`src/rtl/swo_pkg.sv`:
```
// Purpose: constants and types shared by the switched output controller
// Assumes: 32-bit classic Wishbone, word-aligned byte addresses
// Notes: powers in watts, times in minutes
package swo_pkg;
    localparam int NCH = 4;
    localparam int PW_W = 20;
    localparam int SOC_W = 7;
    localparam int CNT_W = 11;
    localparam int EV_W = 8;
    localparam int ADR_W = 8;

    // global registers
    localparam logic [ADR_W-1:0] ADR_SOC = 8'h00;
    localparam logic [ADR_W-1:0] ADR_STATE = 8'h04;
    localparam logic [ADR_W-1:0] ADR_IRQ_STAT = 8'h08;
    localparam logic [ADR_W-1:0] ADR_IRQ_CLR = 8'h0c;
    localparam logic [ADR_W-1:0] ADR_IRQ_EN = 8'h10;
    // per-output block: base + channel * stride
    localparam logic [ADR_W-1:0] ADR_CH_BASE = 8'h40;
    localparam int CH_SHIFT = 4;
    localparam logic [1:0] SUB_CFG = 2'h0;
    localparam logic [1:0] SUB_P1 = 2'h1;
    localparam logic [1:0] SUB_P2 = 2'h2;
    localparam logic [1:0] SUB_TIM = 2'h3;

    // cfg fields
    localparam int CFG_MODE_LO = 0;
    localparam int CFG_POL = 3;
    localparam int CFG_BASIS = 4;
    localparam int CFG_FUNC = 5;
    localparam int CFG_HOLD = 6;
    localparam int CFG_EXT = 7;
    localparam int CFG_LIM_LO = 8;
    localparam int CFG_EV_LO = 16;
    // tim fields
    localparam int TIM_T1_LO = 0;
    localparam int TIM_T1_W = 10;
    localparam int TIM_T2_LO = 16;
    localparam int TIM_T2_W = 11;
    // soc fields
    localparam int SOC_ON_LO = 0;
    localparam int SOC_FLOOR_LO = 8;

    localparam logic [2:0] MODE_OFF = 3'h0;
    localparam logic [2:0] MODE_LOAD = 3'h1;
    localparam logic [2:0] MODE_HEAT = 3'h2;
    localparam logic [2:0] MODE_CHARGER = 3'h3;
    localparam logic [2:0] MODE_EVENTS = 3'h4;
    localparam logic [2:0] MODE_EXT = 3'h5;

    localparam logic [SOC_W-1:0] SOC_NO_GATE = 7'h05;
    localparam logic [SOC_W-1:0] SOC_FULL = 7'h64;
    localparam logic [SOC_W-1:0] SOC_ON_RST = 7'h05;
    localparam logic [SOC_W-1:0] SOC_FLOOR_RST = 7'h64;
    localparam logic [31:0] CFG_RST = 32'h0000_0a00;
    localparam logic [PW_W-1:0] P1_RST = 20'h003e8;
    localparam logic [PW_W-1:0] P2_RST = 20'h002bc;
    localparam logic [TIM_T1_W-1:0] T1_RST = 10'h00a;
    localparam logic [TIM_T2_W-1:0] T2_RST = 11'h00a;

    localparam int DARK_HOURS = 3;
    localparam int MIN_PER_HOUR = 60;
    localparam logic [7:0] DARK_MIN = 8'(DARK_HOURS * MIN_PER_HOUR);

    typedef enum logic [2:0] {ST_IDLE, ST_QUAL, ST_ON, ST_HOLD, ST_PAUSE} swo_st_t;
endpackage

```
`src/rtl/swo_ctrl.sv`:
```
// Purpose: four switched outputs driven by power, charge, timers, events
// Assumes: minute_tick_i one-cycle pulse per minute, day_rollover_i at midnight
// Notes: irq status bits 3:0 activation, 7:4 refused by daily limit

module swo_ctrl
    import swo_pkg::*;
(
    input wire logic clk_i,
    input wire logic rst_i,
    input wire logic wb_cyc_i,
    input wire logic wb_stb_i,
    input wire logic wb_we_i,
    input wire logic [ADR_W-1:0] wb_adr_i,
    input wire logic [3:0] wb_sel_i,
    input wire logic [31:0] wb_dat_i,
    output logic [31:0] wb_dat_o,
    output logic wb_ack_o,
    input wire logic [PW_W-1:0] grid_export_w_i,
    input wire logic [PW_W-1:0] pv_power_w_i,
    input wire logic [SOC_W-1:0] battery_soc_i,
    input wire logic inverter_on_i,
    input wire logic fault_i,
    input wire logic [EV_W-1:0] event_i,
    input wire logic minute_tick_i,
    input wire logic day_rollover_i,
    output logic [NCH-1:0] first_switched_output_o,
    output logic battery_discharge_allow_o,
    output logic [SOC_W-1:0] battery_floor_o,
    output logic irq_o
);
    logic ack_r;
    logic [31:0] rdat_r;
    logic wr;
    logic [SOC_W-1:0] soc_on_r;
    logic [SOC_W-1:0] soc_floor_r;
    logic [2*NCH-1:0] irq_stat_r;
    logic [2*NCH-1:0] irq_en_r;
    logic [2*NCH-1:0] irq_set;
    logic [NCH-1:0] active;
    logic [NCH-1:0] pv_active;
    logic [31:0] ch_rd [NCH];
    logic in_ch;
    logic [1:0] ch_idx;
    logic [1:0] sub;

    function automatic logic [31:0] merge(input logic [31:0] old, input logic [31:0] nw,
                                          input logic [3:0] sel);
        logic [31:0] res;
        res = old;
        for (int b = 0; b < 4; b++)
        begin
            if (sel[b])
            begin
                res[8*b +: 8] = nw[8*b +: 8];
            end
        end
        return res;
    endfunction

    // one-cycle ack; master holds request until ack so ~ack_r avoids a double ack
    assign wr = wb_cyc_i & wb_stb_i & wb_we_i & ~ack_r;
    assign in_ch = wb_adr_i >= ADR_CH_BASE;
    assign ch_idx = 2'(wb_adr_i[CH_SHIFT +: 2]);
    assign sub = wb_adr_i[3:2];

    always_ff @(posedge clk_i)
    begin
        if (rst_i)
        begin
            ack_r <= 1'b0;
        end
        else
        begin
            ack_r <= wb_cyc_i & wb_stb_i & ~ack_r;
        end
    end
    assign wb_ack_o = ack_r;

    always_ff @(posedge clk_i)
    begin
        if (rst_i)
        begin
            rdat_r <= 32'h0000_0000;
        end
        else if (in_ch)
        begin
            rdat_r <= ch_rd[ch_idx];
        end
        else if (wb_adr_i == ADR_SOC)
        begin
            rdat_r <= {16'h0000, 1'b0, soc_floor_r, 1'b0, soc_on_r};
        end
        else if (wb_adr_i == ADR_STATE)
        begin
            rdat_r <= {24'h00_0000, pv_active, active};
        end
        else if (wb_adr_i == ADR_IRQ_STAT)
        begin
            rdat_r <= {24'h00_0000, irq_stat_r};
        end
        else if (wb_adr_i == ADR_IRQ_EN)
        begin
            rdat_r <= {24'h00_0000, irq_en_r};
        end
        else
        begin
            // unmapped and write-only addresses below 0x40 read zero; addresses from 0x80 up alias the channel blocks
            rdat_r <= 32'h0000_0000;
        end
    end
    assign wb_dat_o = rdat_r;

    always_ff @(posedge clk_i)
    begin
        if (rst_i)
        begin
            soc_on_r <= SOC_ON_RST;
            soc_floor_r <= SOC_FLOOR_RST;
        end
        else if (wr && wb_adr_i == ADR_SOC && wb_sel_i[0])
        begin
            soc_on_r <= wb_dat_i[SOC_ON_LO +: SOC_W];
            if (wb_sel_i[1])
            begin
                soc_floor_r <= wb_dat_i[SOC_FLOOR_LO +: SOC_W];
            end
        end
        else if (wr && wb_adr_i == ADR_SOC && wb_sel_i[1])
        begin
            soc_floor_r <= wb_dat_i[SOC_FLOOR_LO +: SOC_W];
        end
    end

    always_ff @(posedge clk_i)
    begin
        if (rst_i)
        begin
            irq_en_r <= '0;
        end
        else if (wr && wb_adr_i == ADR_IRQ_EN && wb_sel_i[0])
        begin
            irq_en_r <= wb_dat_i[2*NCH-1:0];
        end
    end

    // set wins over a clear written in the same cycle
    always_ff @(posedge clk_i)
    begin
        if (rst_i)
        begin
            irq_stat_r <= '0;
        end
        else if (wr && wb_adr_i == ADR_IRQ_CLR && wb_sel_i[0])
        begin
            irq_stat_r <= (irq_stat_r & ~wb_dat_i[2*NCH-1:0]) | irq_set;
        end
        else
        begin
            irq_stat_r <= irq_stat_r | irq_set;
        end
    end
    assign irq_o = |(irq_stat_r & irq_en_r);

    // battery may only discharge to the floor while a pv-based output is on
    assign battery_discharge_allow_o = |pv_active & (soc_floor_r < SOC_FULL);
    assign battery_floor_o = soc_floor_r;

    genvar g;
    generate
        for (g = 0; g < NCH; g++)
        begin : g_ch
            logic [31:0] cfg_r;
            logic [PW_W-1:0] p1_r;
            logic [PW_W-1:0] p2_r;
            logic [TIM_T1_W-1:0] t1_r;
            logic [TIM_T2_W-1:0] t2_r;
            swo_st_t st_r;
            logic [CNT_W-1:0] tmr_r;
            logic [CNT_W-1:0] dark_r;
            logic [7:0] day_cnt_r;
            logic out_r;
            logic [2:0] mode;
            logic power_mode;
            logic basis_pv;
            logic [PW_W-1:0] pw;
            logic gate;
            logic trouble;
            logic start_ok;
            logic want;
            logic keep;
            logic start;
            logic act;
            logic wsel;

            assign wsel = wr && in_ch && ch_idx == 2'(g);
            assign mode = cfg_r[CFG_MODE_LO +: 3];
            assign power_mode = mode == MODE_LOAD || mode == MODE_HEAT
                || mode == MODE_CHARGER;
            assign basis_pv = cfg_r[CFG_BASIS];
            assign pw = basis_pv ? pv_power_w_i : grid_export_w_i;
            // 5% threshold means always allowed, whatever the measured charge
            assign gate = !basis_pv || soc_on_r <= SOC_NO_GATE
                || battery_soc_i >= soc_on_r;
            assign trouble = fault_i | ~inverter_on_i;
            assign start_ok = day_cnt_r < cfg_r[CFG_LIM_LO +: 8];
            // function 1 needs power above the limit, function 2 only reaching it
            assign want = power_mode && gate && !trouble
                && (cfg_r[CFG_FUNC] ? pw >= p1_r : pw > p1_r);
            assign keep = !trouble && (!cfg_r[CFG_FUNC] || pw >= p2_r);
            assign start = (cfg_r[CFG_FUNC] ? st_r == ST_IDLE
                : st_r == ST_QUAL && minute_tick_i && tmr_r + 1'b1 >= CNT_W'(t1_r))
                && want && start_ok;
            assign irq_set[g] = start;
            assign irq_set[NCH+g] = st_r == ST_IDLE && want && !start_ok;

            always_ff @(posedge clk_i)
            begin
                if (rst_i)
                begin
                    cfg_r <= CFG_RST;
                    p1_r <= P1_RST;
                    p2_r <= P2_RST;
                    t1_r <= T1_RST;
                    t2_r <= T2_RST;
                end
                else if (wsel && sub == SUB_CFG)
                begin
                    cfg_r <= merge(cfg_r, wb_dat_i, wb_sel_i);
                end
                else if (wsel && sub == SUB_P1)
                begin
                    p1_r <= PW_W'(merge(32'(p1_r), wb_dat_i, wb_sel_i));
                end
                else if (wsel && sub == SUB_P2)
                begin
                    p2_r <= PW_W'(merge(32'(p2_r), wb_dat_i, wb_sel_i));
                end
                else if (wsel && sub == SUB_TIM)
                begin
                    t1_r <= wb_sel_i[0] ? wb_dat_i[TIM_T1_LO +: TIM_T1_W] : t1_r;
                    t2_r <= wb_sel_i[2] ? wb_dat_i[TIM_T2_LO +: TIM_T2_W] : t2_r;
                end
            end

            assign ch_rd[g] = sub == SUB_CFG ? cfg_r
                : sub == SUB_P1 ? 32'(p1_r)
                : sub == SUB_P2 ? 32'(p2_r)
                : {5'h00, t2_r, 6'h00, t1_r};

            // rollover clears the count but an activation in that cycle still counts
            always_ff @(posedge clk_i)
            begin
                if (rst_i)
                begin
                    day_cnt_r <= 8'h00;
                end
                else if (day_rollover_i)
                begin
                    day_cnt_r <= {7'h00, start};
                end
                else if (start)
                begin
                    day_cnt_r <= day_cnt_r + 8'h01;
                end
            end

            always_ff @(posedge clk_i)
            begin
                if (rst_i || !power_mode)
                begin
                    st_r <= ST_IDLE;
                    tmr_r <= '0;
                    dark_r <= '0;
                end
                else
                begin
                    case (st_r)
                        ST_IDLE:
                        begin
                            tmr_r <= '0;
                            if (start)
                            begin
                                st_r <= ST_ON;
                            end
                            else if (!cfg_r[CFG_FUNC] && want && start_ok)
                            begin
                                st_r <= ST_QUAL;
                            end
                        end
                        ST_QUAL:
                        begin
                            if (!want)
                            begin
                                st_r <= ST_IDLE;
                            end
                            else if (start)
                            begin
                                st_r <= ST_ON;
                                tmr_r <= '0;
                            end
                            else if (minute_tick_i)
                            begin
                                tmr_r <= tmr_r + 1'b1;
                            end
                        end
                        ST_ON:
                        begin
                            if (!cfg_r[CFG_FUNC] && minute_tick_i
                                && tmr_r + 1'b1 >= CNT_W'(t2_r))
                            begin
                                st_r <= ST_IDLE;
                            end
                            else if (!keep || !gate && cfg_r[CFG_FUNC])
                            begin
                                // run time is kept so a resumed run continues
                                st_r <= cfg_r[CFG_HOLD] ? ST_HOLD
                                    : cfg_r[CFG_FUNC] ? ST_IDLE : ST_PAUSE;
                                dark_r <= '0;
                            end
                            else if (!cfg_r[CFG_FUNC] && minute_tick_i)
                            begin
                                tmr_r <= tmr_r + 1'b1;
                            end
                        end
                        ST_HOLD:
                        begin
                            if (keep)
                            begin
                                st_r <= ST_ON;
                            end
                            else if (minute_tick_i)
                            begin
                                // hold delay spans the whole qualify range, hence the wide counter
                                dark_r <= dark_r + 1'b1;
                                if (dark_r + 1'b1 >= CNT_W'(t1_r))
                                begin
                                    st_r <= cfg_r[CFG_FUNC] ? ST_IDLE : ST_PAUSE;
                                end
                            end
                        end
                        ST_PAUSE:
                        begin
                            if (!trouble)
                            begin
                                st_r <= ST_ON;
                            end
                            else if (minute_tick_i)
                            begin
                                dark_r <= dark_r + 1'b1;
                                if (dark_r + 1'b1 >= CNT_W'(DARK_MIN))
                                begin
                                    st_r <= ST_IDLE;
                                end
                            end
                        end
                        default:
                        begin
                            st_r <= ST_IDLE;
                        end
                    endcase
                end
            end

            always_comb
            begin
                if (mode == MODE_EVENTS)
                begin
                    act = |(cfg_r[CFG_EV_LO +: EV_W] & event_i);
                end
                else if (mode == MODE_EXT)
                begin
                    act = cfg_r[CFG_EXT];
                end
                else
                begin
                    act = power_mode && (st_r == ST_ON || st_r == ST_HOLD);
                end
            end

            always_ff @(posedge clk_i)
            begin
                if (rst_i)
                begin
                    out_r <= 1'b0;
                end
                else
                begin
                    out_r <= act ^ cfg_r[CFG_POL];
                end
            end
            assign first_switched_output_o[g] = out_r;
            assign active[g] = act;
            assign pv_active[g] = act && power_mode && basis_pv;
        end
    endgenerate
endmodule

```
`config.mk`:
```
export PLATFORM = sky130hd
export DESIGN_NAME = swo_ctrl
export DESIGN_NICKNAME = d
export VERILOG_FILES = /design/src/rtl/swo_pkg.sv /design/src/rtl/swo_ctrl.sv
export SDC_FILE = /design/constraint.sdc
export NUM_CORES = 2
export LEC_CHECK = 0
export ABC_AREA = 1
export BUFFER_PORTS_ARGS = -buffer_cell sky130_fd_sc_hd__buf_2
export CAP_MARGIN = 20
export CORE_ASPECT_RATIO = 0.7
export CORE_UTILIZATION = 50
export CTS_BUF_LIST = sky130_fd_sc_hd__clkbuf_2 sky130_fd_sc_hd__clkbuf_4 sky130_fd_sc_hd__clkbuf_8
export DETAILED_ROUTE_END_ITERATION = 8
export PLACE_DENSITY_LB_ADDON = 0.05
export SETUP_SLACK_MARGIN = 0.5
export SLEW_MARGIN = 20
export SYNTH_ARGS = -nofsm -noshare
export SYNTH_HDL_FRONTEND = slang
export SYNTH_SLANG_ARGS = --single-unit
```
`constraint.sdc`:
```
create_clock -name clk_i -period 4.3 [get_ports clk_i]
set_input_delay 0.43 -clock clk_i [delete_from_list [all_inputs] [get_ports clk_i]]
set_output_delay 0.43 -clock clk_i [all_outputs]
set_load 0.02 [all_outputs]
```
# --- Word level (Yosys, flattened, before mapping) ---
# Cells that the tools add are included.
word_totals:
  regBits: 571
  inputBits: 108
  out_inout_bits: 46
  word_cells: 677
classes:
  addsub: 12
  n_lt_le_gt_ge: 37
  eq_ne: 107
  muxes: 164
  bitwise: 34
  n_reduce_logical: 245
op_table:
  columns: ["op", "n"]
  rows:
  - ["2-to-1 mux 11 bit", 44]
  - ["one-hot mux 11 bit (3 select lines)", 8]
  - ["2-to-1 mux 32 bit", 7]
  - ["2-to-1 mux 27 bit", 8]
  - ["2-to-1 mux 3 bit", 56]
  - ["greater-or-equal comparator 20 bit", 8]
  - ["logical AND 1 bit", 100]
  - ["adder 11 x 1 -> 11 bit (second input constant)", 8]
  - ["greater-or-equal comparator 11 x 10 -> 1 bit", 8]
  - ["inequality test 3 bit (second input constant)", 28]
  - ["greater-than comparator 20 bit", 4]
  - ["2-to-1 mux 20 bit", 4]
  - ["binary-select mux 32 bit (select 2 bit)", 1]
  - ["one-hot mux 3 bit (5 select lines)", 4]
  - ["AND reduction 5 bit", 12]
  - ["inequality test 2 bit (second input constant)", 29]
  - ["AND 8 bit", 6]
  - ["equality test 3 x 2 -> 1 bit (second input constant)", 16]
  - ["AND reduction 4 bit", 12]
  - ["greater-or-equal comparator 11 bit", 4]
  - ["greater-or-equal comparator 11 x 8 -> 1 bit (second input constant)", 4]
  - ["OR reduction 8 bit", 5]
  - ["equality test 3 bit (second input constant)", 12]
  - ["AND reduction 3 bit", 12]
  - ["other kinds (37)", 199]

# --- Logic depth before layout (Yosys ltp) ---
depth:
  word_depth: 11
  mapped_depth: 29
  ltp_nobuf: 27

# --- Least setup slack after synthesis ---
# No wires, ideal clock.
synth_path:
  path_type: "flip-flop to flip-flop"
  startpoint: "register g_ch[1].tmr_r[2]"
  endpoint: "register g_ch[1].dark_r[10]"
  setup_time_ps: 113
  arrival_ps: 2862
  required_time_ps: 4187
  setup_slack_ps: 1325
  path_stages_with_launch: 21
  path_buffers: 1
  period_less_slack_ps: 2975
  cell_sequence: "dfxtp_1 -> inv_1 -> nor4_1 -> nand3_1 -> nor2_1 -> nand2_1 -> nor2_1 -> xor2_1 -> inv_1 -> ha_1 -> nand2_1 -> nor2_1 -> a211oi_1 -> nand4_1 -> nand2_1 -> o21ai_0 -> nor2_1 -> clkbuf_1 -> nand2_1 -> nand2_1 -> nor2_1"
synth_between:
  elab_chain_cells: 5
synth_rtl:
  columns: ["item", "line", "rtl"]
  rows:
  - ["start, declared", "swo_ctrl.sv:178", "logic [CNT_W-1:0] tmr_r;"]
  - ["start signal, assigned", "swo_ctrl.sv:303", "tmr_r <= tmr_r + 1'b1;"]
  - ["start signal, assigned", "swo_ctrl.sv:322", "tmr_r <= tmr_r + 1'b1;"]
  - ["adder 11 x 1 -> 11 bit", "swo_ctrl.sv:309", "&& tmr_r + 1'b1 >= CNT_W'(t2_r))"]
  - ["greater-or-equal comparator 11 bit", "swo_ctrl.sv:309", null]
  - ["logical AND 1 bit", "swo_ctrl.sv:309", null]
  - ["inequality test 2 bit (no source line)", null, null]
  - ["AND reduction 5 bit (no source line)", null, null]
  - ["end signal, assigned", "swo_ctrl.sv:334", "dark_r <= dark_r + 1'b1;"]
  - ["end signal, assigned", "swo_ctrl.sv:349", "dark_r <= dark_r + 1'b1;"]
  - ["end, declared", "swo_ctrl.sv:179", "logic [CNT_W-1:0] dark_r;"]
# Every way passes these cells.
# A chain may end at the register's enable or synchronous reset.

# --- Worst setup path in the final report ---
layout_path:
  startpoint: "register g_ch[1].cfg_r[4]"
  endpoint: "register g_ch[1].dark_r[9]"
layout_between:
  elab_chain_cells: 8
  word_cells_on_any_way: 14
  cone_classes: "1 x order compare; 2 x eq/ne; 1 x mux; 10 x reduce/logical"
layout_rtl:
  columns: ["item", "line", "rtl"]
  rows:
  - ["start, declared", "swo_ctrl.sv:172", "logic [31:0] cfg_r;"]
  - ["start signal, assigned", "swo_ctrl.sv:228", "cfg_r <= merge(cfg_r, wb_dat_i, wb_sel_i);"]
  - ["2-to-1 mux 20 bit / logical NOT 1 bit (equally long branches)", "swo_ctrl.sv:200, swo_ctrl.sv:202", null]
  - ["greater-or-equal comparator 20 bit / logical OR 1 bit (equally long branches)", "swo_ctrl.sv:209, swo_ctrl.sv:202", null]
  - ["logical OR 1 bit, on equally long branches", "swo_ctrl.sv:209, swo_ctrl.sv:203", null]
  - ["logical AND 1 bit / logical NOT 1 bit (equally long branches)", "swo_ctrl.sv:209, swo_ctrl.sv:313", null]
  - ["logical NOT 1 bit / logical AND 1 bit (equally long branches)", "swo_ctrl.sv:313", "else if (!keep || !gate && cfg_r[CFG_FUNC])"]
  - ["logical OR 1 bit", "swo_ctrl.sv:313", null]
  - ["inequality test 2 bit (no source line)", null, null]
  - ["AND reduction 5 bit (no source line) *", null, null]
# Mark *: on every way between the ends. The rest lies on a longest branch, timed or not.

==> flow_summary.ini <==
[worst_setup_path]
critPathKind = reg2reg
crit_top_cell = nand2_1
cp-start-kind = flip-flop
timing.rr.end = g_ch[1].dark_r[9]
r2r_slack_ns = 0.57
crit_path_end_kind = flip-flop
r2r_cells = 16
arrival_ns = 4.37
cp_max_fo = 23
slowest_delay_ns = 0.77
required_ns = 4.94
reg2reg_from = g_ch[1].cfg_r[4]
critPathSlowestCell = o21ai_0
cp_cell_sequence = buf_6 > o21ai_0 > ha_1 > nand2_1 > inv_1 > nor3_1 > nand2_1 > a21oi_1 > nand4_1 > nand4_1 > nand4_1 > nor2_1 > buf_4 > nand2_1 > nand2_1 > nor2_1

[timing]
tns_ns = 0
setup_ws_ns = 0.567
slew_violations = 0
finClkSkew_ns = 0.0427
finalSetupViolations = 0
rsz0062_at_grt = yes
period_needed_ns = 3.73
min_period_over_period_pct = 86.8
tightest_slew_ns = 1.15
hold_violations = 0
clock.fmax_mhz = 268
maxSlewHeadroom_pct = 23.5

[routing]
drtIter0Drc = 4578
drc = 0
num_vias = 36700
routed_wl_microns = 144000
wl_per_cell_microns = 23.1
avgViaCountPerCell = 5.87
dr.pass1.iters = 6
antenna_left = 0

[placement]
gp_congestion = 1.03
dp_slack_ns = 0.301
dp_hpwl_microns = 112000
numPortBuffers = 153

[floorplan]
die-area_sq_um = 71400
die_h_microns = 224
io_pins = 154
rows = 80
start_util_pct = 51.1
die_w_microns = 319
coreArea_sq_um = 68900

[synth]
synthMuxAreaShare_pct = 0
ys_warn_count = 0
synth.avg_cell_area_sq_um = 6.82
synthSimpleGateAreaFrac_pct = 20.5
netlist_instances = 5157
synthAdderAreaFrac_pct = 11.8
async_flop_share_pct = 0
synth-compound-area-share_pct = 23.5
ys_seq_area_share_pct = 32.5
synthXorXnorAreaFrac_pct = 1.49
synthesis.area_sq_um = 35200
ys_types = 53
ys_ff_latch = 571
synth_top_family_by_area = compound AO/OA/AOI/OAI gates
synth_edf_count = 0
syn_nets = 5596
synthFlopType = dfxtp_1

[worst_hold_path]
hp-class = in2reg
hold_end = g_ch[0].t2_r[10]
worst_hold_startpoint = wb_dat_i[26]
whs_path_depth = 3

[cts]
clk-insertion-delay-late_ns = 0.75
cts_tree = yes
h-tree-depth = 3
cts.path.max_buffers = 3
numCtsBuffers = 95
root_buffer = clkbuf_8
clk_pin_slew_ns = 0.07
clock-sinks = 571

[power]
switchingPower_mw = 3.24
clockPowerShare_pct = 46.9
internal_power_mw = 8.63
power.leakage_nw = 16.9
power_frac_comb_pct = 8.3
switching_share_pct = 27.3
p_total_mw = 11.9
peakVddDrop_v = 0.000265
p_per_area_nw_per_um2 = 302
power_frac_seq_pct = 44.8

[grt]
overflow = 0
antenna_found_initial = 9
grt_pass1_vias = 32100
grt_pass1_wl_microns = 210000
grt_max_degree = 151
grt_usage_pct = 39.4

[cells_and_area]
fin_nets = 5722
areaGrowthSynthToFinish_pct = 11.6
drive_gt1_share_pct = 9.31

[outcome]
status = completed

[job]
cap_violations = 0
==> synth_stat cells, types with 4 or more instances <==
library cell / count / area (sq um)
nand2_1: 861 / 3230
o21ai_0: 693 / 3470
inv_1: 678 / 2540
a21oi_1: 582 / 2910
dfxtp_1: 571 / 11400
nor2_1: 521 / 1960
ha_1: 331 / 4140
clkbuf_1: 167 / 627
nand3_1: 146 / 731
nand4_1: 78 / 488
o22ai_1: 73 / 457
nor3_1: 61 / 305
xor2_1: 53 / 464
buf_2: 38 / 190
o211ai_1: 34 / 255
a211oi_1: 31 / 233
o221ai_1: 25 / 219
nand2_2: 17 / 106
nor2_2: 15 / 93.8
a31oi_1: 14 / 87.6
buf_1: 14 / 52.6
inv_2: 13 / 48.8
o21a_1: 12 / 90.1
a221oi_1: 10 / 87.6
a21o_1: 8 / 60.1
a22oi_1: 8 / 60.1
o21bai_1: 8 / 60.1
a41oi_1: 7 / 61.3
nand3b_1: 7 / 52.6
nor4_1: 7 / 43.8
xnor2_1: 7 / 61.3
buf_6: 6 / 67.6
clkinv_1: 6 / 22.5
nor3_2: 6 / 60.1
o2111ai_1: 6 / 52.6
buf_4: 5 / 37.5
nor2_4: 5 / 56.3
nor3b_1: 5 / 37.5
o31ai_1: 4 / 30.0
==> power by group through the flow <==
stage,Combinational [mW],Clock (mW),Sequential (mW)
after floorplan,0.472,0,5.45
after global placement,0.916,0,5.44
after detailed placement,0.916,0,5.44
after CTS,0.930,5.58,5.32
after global routing,1.03,5.82,5.32
final,0.983,5.57,5.32
==> area by class of cell <==
class,count,area (sq um)
diodes,5,12.5
flip-flops and latches,571,11400
inverters,697,2620
fillers,6809,29600
clock buffers,145,1910
clock inverters,26,246
repair buffers,259,1640
multi-input cells,3659,20300
well taps,902,1130
==> per-stage QoR <==
step,std cells,hold slack (ns),util [%],cell area (sq um)
finish,6264,0.0471,57.0,39300
global placement,6072,0.451,53.5,36900
CTS,6257,0.00527,56.9,39200
global route,6260,0.0372,57.0,39300
floorplan,5157,0.430,-,35200
detailed placement,6072,0.455,53.5,36900
==> kinds of logic (layout without fill, tap and decap cells) <==
logic type      Yosys count  in the layout
simple gates           1736           1736
xor+xnor                 60             60
fa+ha+maj               331            331
flops                   571            571
compound gates         1532           1532
buf+inv                 927           1127
other cells               0              5
==> flip-flops by register name (all words and copies together) (netlist names), 40 cells and up <==
signal       flops
g_ch.cfg_r     128
g_ch.p1_r       80
g_ch.p2_r       80
g_ch.dark_r     44
g_ch.t2_r       44
g_ch.tmr_r      44
g_ch.t1_r       40
==> timing repair <==
action / in CTS / in global routing
resized for setup: 2 / 29
pin swaps: 0 / 3
hold buffers: 14 / 0
endpoints found under the hold margin: 31 / 0
buffers inserted: 0 / 2
endpoints found under the setup margin: 12 / 102
==> cells in the final DEF, fill, tap and decap left out, drive strengths merged, types with 10 or more instances in the layout <==
master       count
clkbuf         145
clkinv          23
nand2          878
ha             331
xor2            53
nand4           78
o211ai          34
a21oi          582
dfxtp          571
nor2           541
a31oi           14
dlygate4sd3     14
o22ai           73
nand3          147
o221ai          25
a211oi          31
inv            694
buf            245
nor3            68
o21a            12
o21ai          695
a221oi          10
==> per-layer routing <==
layer	up-vias	track usage, %	part of all wire [%]
met5	-	0	0.14
met4	4	10.9	2.9
met3	276	14.2	14
met2	2061	53.1	38
met1	16800	57.9	45
li1	17600	-	-
==> worst max path at each step <==
stage                     startpoint  depth (start not counted)                  to  slack [ns]
global route        g_ch[2].tmr_r[0]                         18    g_ch[2].tmr_r[4]        0.46
global placement    g_ch[3].cfg_r[4]                         17    g_ch[3].tmr_r[8]        0.38
floorplan           g_ch[1].tmr_r[2]                         20  g_ch[1].dark_r[10]        1.32
finish              g_ch[1].cfg_r[4]                         16   g_ch[1].dark_r[9]        0.57
detailed placement  g_ch[3].cfg_r[4]                         17    g_ch[3].tmr_r[8]        0.30
CTS                 g_ch[2].cfg_r[4]                         18    g_ch[2].tmr_r[6]        0.54
==> critical path, delay by kind of cell, from the launching register on <==
kind / cells / cell delay (ns)
buffers and inverters: 3 / 0.52
adders and majority gates: 1 / 0.39
AOI/OAI and AO/OA: 2 / 0.90
and+or+nand+nor: 10 / 1.49
DFF: 1 / 0.32
No activity file was read; power rests on OpenSTA's default activity.
